$ cat config.mk
export PLATFORM = sky130hd
export DESIGN_NAME = port_read_data_select
export DESIGN_NICKNAME = d
export VERILOG_FILES = /design/src/hw/port_rdsel_pkg.sv /design/src/hw/port_read_data_select.sv
export SDC_FILE = /design/constraint.sdc
export NUM_CORES = 1
export LEC_CHECK = 0
export BUFFER_PORTS_ARGS = -buffer_cell sky130_fd_sc_hd__buf_2
export CORE_AREA = 2 2 107 186
export CTS_CLUSTER_DIAMETER = 150
export DETAILED_ROUTE_END_ITERATION = 10
export DIE_AREA = 0 0 109 188
export PLACE_DENSITY_LB_ADDON = 0.05
export SLEW_MARGIN = 10
export SYNTH_ARGS = -nofsm -noshare
export SYNTH_HDL_FRONTEND = slang
export SYNTH_SLANG_ARGS = --single-unit
$ cat constraint.sdc
create_clock -name sys_clk -period 2.25 [get_ports sys_clk]
set_input_delay 0.45 -clock sys_clk [delete_from_list [all_inputs] [get_ports sys_clk]]
set_output_delay 0.45 -clock sys_clk [all_outputs]
set_load 0.01 [all_outputs]
$ cat src/hw/port_rdsel_pkg.sv
package port_rdsel_pkg;

   localparam int NUM_PORTS = 5;
   localparam int PORT_W    = 8;

   // Register regions: address bits [7:5] pick the region, bits [4:2] the port
   localparam int          REGION_LSB    = 5;
   localparam int          INDEX_LSB     = 2;
   localparam logic [2:0]  REGION_LATCH  = 3'h0;
   localparam logic [2:0]  REGION_DIR    = 3'h1;
   localparam logic [2:0]  REGION_READ   = 3'h2;
   localparam logic [2:0]  REGION_MISC   = 3'h3;
   localparam logic [2:0]  MISC_CTRL_IDX = 3'h0;
   localparam logic [2:0]  MISC_MODE_IDX = 3'h1;

   // Operating modes
   localparam logic [2:0] MODE1 = 3'h1;
   localparam logic [2:0] MODE2 = 3'h2;
   localparam logic [2:0] MODE3 = 3'h3;
   localparam logic [2:0] MODE4 = 3'h4;
   localparam logic [2:0] MODE7 = 3'h7;

   // Values after reset
   localparam logic [7:0] LATCH_RST = 8'h00;
   localparam logic [7:0] DIR_RST   = 8'h00;
   localparam logic [5:0] CTRL_RST  = 6'h00;
   localparam logic [2:0] MODE_RST  = MODE7;

   typedef enum logic [1:0] {
      ST_STRAP = 2'b01,
      ST_RUN   = 2'b10
   } boot_e;

   // Control register, bit 0 is bus_release_enable
   typedef struct packed {
      logic timer_out_enable;
      logic trigger_input_enable;
      logic ext_int1_enable;
      logic ext_int0_enable;
      logic wait_select_bit1;
      logic bus_release_enable;
   } func_ctrl_s;

   // Internal sources that can replace a pin on read
   typedef struct packed {
      logic sys_clock;
      logic e_clock;
      logic timer8_out;
   } int_src_s;

   typedef logic [NUM_PORTS-1:0][PORT_W-1:0] port_vec_t;

endpackage

$ cat src/hw/port_read_data_select.sv
// The register addresses and the Wishbone slave port were chosen for this implementation.
module port_read_data_select
   import port_rdsel_pkg::*;
(
   input  wire logic        sys_clk,
   input  wire logic        rstn,
   input  wire logic        cyc_i,
   input  wire logic        stb_i,
   input  wire logic        we_i,
   input  wire logic [7:0]  adr_i,
   input  wire logic [31:0] dat_i,
   input  wire logic [3:0]  sel_i,
   output logic             ack_o,
   output logic      [31:0] dat_o,
   input  wire logic [2:0]  mode_pin,
   input  wire port_vec_t   pin_in,
   input  wire int_src_s    int_src,
   output port_vec_t        pin_out,
   output port_vec_t        pin_oe_n
);

   ////////////////////////////////////////////////////////////////////////////////
   // Declarations

   port_vec_t  pin_s1;
   port_vec_t  pin_s2;
   logic [2:0] mode_s1;
   logic [2:0] mode_s2;

   port_vec_t  latch;
   port_vec_t  dir;
   func_ctrl_s ctrl;
   logic [2:0] mode;
   boot_e      boot;

   port_vec_t  next_latch;
   port_vec_t  next_dir;
   func_ctrl_s next_ctrl;
   logic [2:0] next_mode;
   boot_e      next_boot;
   logic       next_ack;
   logic [31:0] next_dat;
   port_vec_t  next_pin_out;
   port_vec_t  next_pin_oe_n;

   port_vec_t  port_read;
   logic [2:0] region;
   logic [2:0] index;

   // Decoded request terms
   logic       take;
   logic       wr_en;
   logic       port_hit;

   ////////////////////////////////////////////////////////////////////////////////
   // Selection functions

   function automatic logic is_ext_mode(input logic [2:0] md);
      is_ext_mode = (md == MODE1) || (md == MODE2) || (md == MODE3) || (md == MODE4);
   endfunction

   function automatic logic read_bit(
      input int         p,
      input int         b,
      input logic [2:0] md,
      input func_ctrl_s c,
      input logic       pin,
      input logic       lat,
      input logic       ddr,
      input int_src_s   s
   );
      logic gen;
      logic ext;
      gen      = ddr ? lat : pin;
      ext      = is_ext_mode(md);
      read_bit = gen;
      case (p)
         0: begin
            case (b)
               0: read_bit = ddr ? s.sys_clock : pin;
               1: read_bit = ddr ? s.e_clock : pin;
               2: read_bit = (ext && c.bus_release_enable) ? lat : gen;
               3: read_bit = (ext && c.bus_release_enable) ? pin : gen;
               4: read_bit = (ext && c.wait_select_bit1) ? pin : gen;
               5: read_bit = c.ext_int0_enable ? pin : gen;
               6: begin
                  if (c.trigger_input_enable || c.ext_int1_enable) begin
                     read_bit = pin;
                  end
               end
               7: read_bit = c.timer_out_enable ? s.timer8_out : gen;
               default: read_bit = gen;
            endcase
         end
         1: read_bit = ext ? lat : gen;
         2: read_bit = ext ? 1'b1 : gen;
         3: read_bit = ext ? lat : gen;
         4: read_bit = ((md == MODE1) || (md == MODE3)) ? lat : gen;
         default: read_bit = gen;
      endcase
   endfunction

   ////////////////////////////////////////////////////////////////////////////////
   // Per-bit read and drive selection

   generate
      for (genvar gp = 0; gp < NUM_PORTS; gp++) begin : g_port
         for (genvar gb = 0; gb < PORT_W; gb++) begin : g_bit
            assign port_read[gp][gb] = read_bit(gp, gb, mode, ctrl, pin_s2[gp][gb],
                                                latch[gp][gb], dir[gp][gb], int_src);
            if (gp == 0 && gb == 0) begin : g_sysclk
               assign next_pin_out[gp][gb]  = dir[gp][gb] ? int_src.sys_clock : 1'b0;
               assign next_pin_oe_n[gp][gb] = ~dir[gp][gb];
            end else if (gp == 0 && gb == 1) begin : g_eclk
               assign next_pin_out[gp][gb]  = dir[gp][gb] ? int_src.e_clock : 1'b0;
               assign next_pin_oe_n[gp][gb] = ~dir[gp][gb];
            end else if (gp == 0 && gb == 7) begin : g_timer
               // Timer output drives the pin whatever the direction bit says
               assign next_pin_out[gp][gb]  = ctrl.timer_out_enable ? int_src.timer8_out
                                                                     : latch[gp][gb];
               assign next_pin_oe_n[gp][gb] = ~(dir[gp][gb] | ctrl.timer_out_enable);
            end else begin : g_plain
               assign next_pin_out[gp][gb]  = latch[gp][gb];
               assign next_pin_oe_n[gp][gb] = ~dir[gp][gb];
            end
         end
      end
   endgenerate

   ////////////////////////////////////////////////////////////////////////////////
   // Bus decode

   assign region   = adr_i[REGION_LSB +: 3];
   assign index    = adr_i[INDEX_LSB +: 3];
   assign port_hit = (index < 3'(NUM_PORTS));
   // A held strobe is taken every second cycle; the pending ack blocks only the next take
   assign take     = cyc_i && stb_i && !ack_o;
   // Misaligned and lane-off writes change nothing
   assign wr_en    = take && we_i && sel_i[0] && (adr_i[1:0] == 2'h0);

   ////////////////////////////////////////////////////////////////////////////////
   // Mode strap

   // Straps are caught once, the first edge after reset release
   always_comb begin
      next_mode = mode;
      next_boot = boot;
      case (boot)
         ST_STRAP: begin
            next_mode = mode_s2;
            next_boot = ST_RUN;
         end
         ST_RUN: begin
            next_boot = ST_RUN;
         end
         default: begin
            next_boot = ST_STRAP;
         end
      endcase
   end

   always_ff @(posedge sys_clk or negedge rstn) begin
      if (!rstn) begin
         mode <= MODE_RST;
         boot <= ST_STRAP;
      end else begin
         mode <= next_mode;
         boot <= next_boot;
      end
   end

   ////////////////////////////////////////////////////////////////////////////////
   // Writable registers

   always_comb begin
      next_latch = latch;
      next_dir   = dir;
      next_ctrl  = ctrl;
      if (wr_en) begin
         case (region)
            REGION_LATCH: begin
               if (port_hit) begin
                  next_latch[index] = dat_i[7:0];
               end
            end
            REGION_DIR: begin
               if (port_hit) begin
                  next_dir[index] = dat_i[7:0];
               end
            end
            REGION_MISC: begin
               if (index == MISC_CTRL_IDX) begin
                  next_ctrl = func_ctrl_s'(dat_i[5:0]);
               end
            end
            default: begin
               next_ctrl = ctrl;
            end
         endcase
      end
   end

   always_ff @(posedge sys_clk or negedge rstn) begin
      if (!rstn) begin
         latch <= {NUM_PORTS{LATCH_RST}};
         dir   <= {NUM_PORTS{DIR_RST}};
         ctrl  <= func_ctrl_s'(CTRL_RST);
      end else begin
         latch <= next_latch;
         dir   <= next_dir;
         ctrl  <= next_ctrl;
      end
   end

   ////////////////////////////////////////////////////////////////////////////////
   // Bus answer

   always_comb begin
      next_ack = take;
      next_dat = dat_o;
      if (take) begin
         // Refused addresses still answer, with zero data
         next_dat = 32'h0000_0000;
         if (adr_i[1:0] == 2'h0) begin
            case (region)
               REGION_LATCH: begin
                  if (port_hit) begin
                     next_dat[7:0] = latch[index];
                  end
               end
               REGION_DIR: begin
                  if (port_hit) begin
                     next_dat[7:0] = dir[index];
                  end
               end
               REGION_READ: begin
                  if (port_hit) begin
                     next_dat[7:0] = port_read[index];
                  end
               end
               REGION_MISC: begin
                  if (index == MISC_CTRL_IDX) begin
                     next_dat[5:0] = ctrl;
                  end else if (index == MISC_MODE_IDX) begin
                     next_dat[2:0] = mode;
                  end
               end
               default: begin
                  next_dat = 32'h0000_0000;
               end
            endcase
         end
      end
   end

   always_ff @(posedge sys_clk or negedge rstn) begin
      if (!rstn) begin
         ack_o <= 1'b0;
         dat_o <= 32'h0000_0000;
      end else begin
         ack_o <= next_ack;
         dat_o <= next_dat;
      end
   end

   ////////////////////////////////////////////////////////////////////////////////
   // Pin drive and synchronisers

   always_ff @(posedge sys_clk or negedge rstn) begin
      if (!rstn) begin
         pin_out  <= '0;
         pin_oe_n <= '1;
      end else begin
         pin_out  <= next_pin_out;
         pin_oe_n <= next_pin_oe_n;
      end
   end

   always_ff @(posedge sys_clk or negedge rstn) begin
      if (!rstn) begin
         pin_s1 <= '0;
         pin_s2 <= '0;
      end else begin
         pin_s1 <= pin_in;
         pin_s2 <= pin_s1;
      end
   end

   // No reset: the straps must settle while reset is still held
   always_ff @(posedge sys_clk) begin
      mode_s1 <= mode_pin;
      mode_s2 <= mode_s1;
   end

endmodule // port_read_data_select

==> impl_metrics.tcl <==
set metrics [dict create \
    worstMarginPinSlew_ns 0.512 \
    fmax_ghz 0.469 \
    die_area_um2 20500 \
    min_period_ns 2.13 \
    dp_hpwl_um 18900 \
    start_kind "register" \
    end_kind "register" \
    min-delay-start "pin_in[23]" \
    critical_path.max_fanout 5 \
    fill_cells 1446 \
    r2r-start "mode[2]$_DFFE_PN1N_" \
    synth.yosys.warnings 0 \
    cts_tree "done" \
    hold_viol_final 0 \
    critPathMaxStageDelay_ns 0.58 \
    setup_viol 0 \
    grt_pass1_vias 7031 \
    peakVddDrop_uv 875 \
    via_count 6584 \
    drt-total-wl_um 25700 \
    critical_path_buf_inv_count 1 \
    antenna_cells 0 \
    cts_sinks 266 \
    power.total_mw 9.70 \
    critPathSlowestCell "dfstp_2" \
    place_congestion 0.920 \
    cap_violations 0 \
    syn2layout_area_growth_pct 23.1 \
    nets 1032 \
    rows 67 \
    core-area_um2 19000 \
    status "completed" \
    reg2reg_slack_ns 0.12 \
    ys_seq_area_share_pct 65.2 \
    cts_buffer_depth 3 \
    drt_iter0_drc 423 \
    seqCellArea_um2 6680 \
    critical-path-top-delay-family "compound AO/OA/AOI/OAI gates" \
    p_per_area_nw_per_um2 769 \
    clk_latency_ns 0.52 \
    postSynthAreaPerCell_um2 14.5 \
    setup.worst_path.start "mode[2]$_DFFE_PN1N_" \
    synth_ff_type "dfrtp_1" \
    hp-class "in2reg" \
    cts_resized 0 \
    antenna_found_initial 0 \
    cp.required_ns 2.71 \
    multi_input_area_um2 3160 \
    cp_data_arrival_time_ns 2.59 \
    start_util_pct 53.8 \
    slew-limit-headroom_pct 65.8 \
    wire_per_inst_um 21.5 \
    firstDrtPassIters 5 \
    die_h_um 188 \
    synth_top_cell_by_area "dfrtp_1" \
    synth_cells 708 \
    layout-drive-gt1-share_pct 45.7 \
    netlist.area_leader.share_pct 52.7 \
    root_buffer "clkbuf_16" \
    die_w_um 109 \
    drc 0 \
    yosys_register_bits 266 \
    cts_setup_buffers 0 \
    skew_ns 0.00998 \
    final_cells 1195 \
    hold-path-endpoint "pin_s1[23]$_DFF_PN0_" \
    grt_usage_pct 25.8 \
    dp_cells 1150 \
    ys_types 68 \
    crit_chain "xor2_1, buf_4, nand3_1, a31o_2, a221oi_1, a221o_1" \
    p_leak_nw 6.07 \
    period_share_pct 94.7 \
    htree_levels 1 \
    critPathKind "reg2reg" \
    overflow 0 \
    yosys-top-cells-area "dfrtp_1 (53%), dfstp_2 (11%), mux2_2 (10%)" \
    ios 208 \
    ant_nets 0 \
    finalMaxSlewViolations 0 \
    grt_max_degree 64 \
    reg2reg_to "dat_o[3]$_DFFE_PN0P_" \
    clk_pin_slew_worst_paths_ns 0.07 \
    ff2ff_path_depth 6 \
    grt_pass1_wl_um 39500 \
    async_flop_share_pct 97.7 \
    min_path_cells 1 \
    numPortBuffers 156 \
    rsz0062_at_grt "false" \
    cts-hold-fix-buffers 1 \
    hold_ws_ns 0.0309 \
    viasPerCell 5.51 \
    synth_edf_count 0 \
    syn_area_um2 10200 \
    cts_buffers 24 \
]
registers in the layout, summed over array words and instances, names as in the netlist:
name / cells
latch: 40
pin_s1: 40
dat_o: 8
ctrl: 6
pin_out: 40
mode: 3
boot: 2
pin_oe_n: 40
mode_s2: 3
ack_o: 1
pin_s2: 40
mode_s1: 3
dir: 40
cell usage in the layout (no fill, tap or decap), types with 20 or more instances in the layout:
cell type / Yosys / layout
mux2_2: 91 / 91
conb_1: 1 / 24
buf_2: 4 / 155
clkbuf_16: 0 / 25
mux2i_1: 34 / 34
inv_1: 43 / 43
nor2_1: 27 / 27
nand2_1: 20 / 20
buf_4: 30 / 58
dfrtp_1: 216 / 216
dfstp_2: 44 / 44
per-stage QoR:
stage          utilization [%]  area [um^2]  worst slack [ns]  TNS (ns)
2_1_floorplan                -        10300             0.271         0
3_3_place_gp              61.8        11800           -0.0178   -0.0987
3_5_place_dp              61.8        11800           -0.0228    -0.152
4_1_cts                   66.3        12600             0.160         0
5_1_grt                   66.3        12600            0.0854         0
6_report                  66.3        12600             0.119         0
final cells by class:
class / instances / share of cell area (%)
multi-input cells: 374 / 25.0
flip-flops and latches: 266 / 53.0
well taps: 241 / 2.39
repair buffers: 227 / 11.7
clock buffers: 28 / 5.29
clock inverters: 16 / 1.35
inverters: 43 / 1.28
synthesized netlist by cell type (9+ instances only):
library cell / number
dfrtp_1: 216
mux2_2: 91
dfstp_2: 44
inv_1: 43
mux2i_1: 34
buf_4: 30
nor2_1: 27
nand2_1: 20
o21ai_0: 19
nor2b_1: 15
a21oi_1: 12
nand3_1: 9
metal layers:
| layer | global-route usage, % | vias up | wire [um] |
|---|---|---|---|
| met5 | 0 | - | 0 |
| met4 | 13.7 | 0 | 1450 |
| met3 | 3.41 | 88 | 1460 |
| met2 | 43.4 | 272 | 13000 |
| met1 | 32.0 | 3316 | 9720 |
| li1 | - | 2908 | - |
kinds of logic (layout without fill, tap and decap cells):
group | Yosys count | after routing | synth area share, %
fa+ha+maj | 1 | 1 | 0.122
simple gates | 121 | 121 | 7.50
flops | 266 | 266 | 65.2
other cells | 1 | 24 | 0.0366
xor+xnor | 2 | 2 | 0.244
buf+inv | 91 | 314 | 4.85
compound gates | 90 | 90 | 6.20
mux | 136 | 136 | 15.8
worst max-delay path by stage:
stage,endpoint,slack [ns],cells past startpoint
after floorplan,dir[38]$_DFFE_PN0P_,0.27,7
after global placement,dir[33]$_DFFE_PN0P_,-0.02,8
after global routing,dat_o[3]$_DFFE_PN0P_,0.09,7
final,dat_o[3]$_DFFE_PN0P_,0.12,6
after detailed placement,dat_o[3]$_DFFE_PN0P_,-0.02,8
after CTS,dat_o[6]$_DFFE_PN0P_,0.16,8
report_power, final:
part | leakage, nW | total [mW] | switching (mW) | internal, mW
Combinational | 2.33 | 0.543 | 0.341 | 0.202
Clock | 0.402 | 4.23 | 1.83 | 2.40
Sequential | 3.34 | 4.93 | 0.0418 | 4.88
No activity file was read; power rests on OpenSTA's default activity.
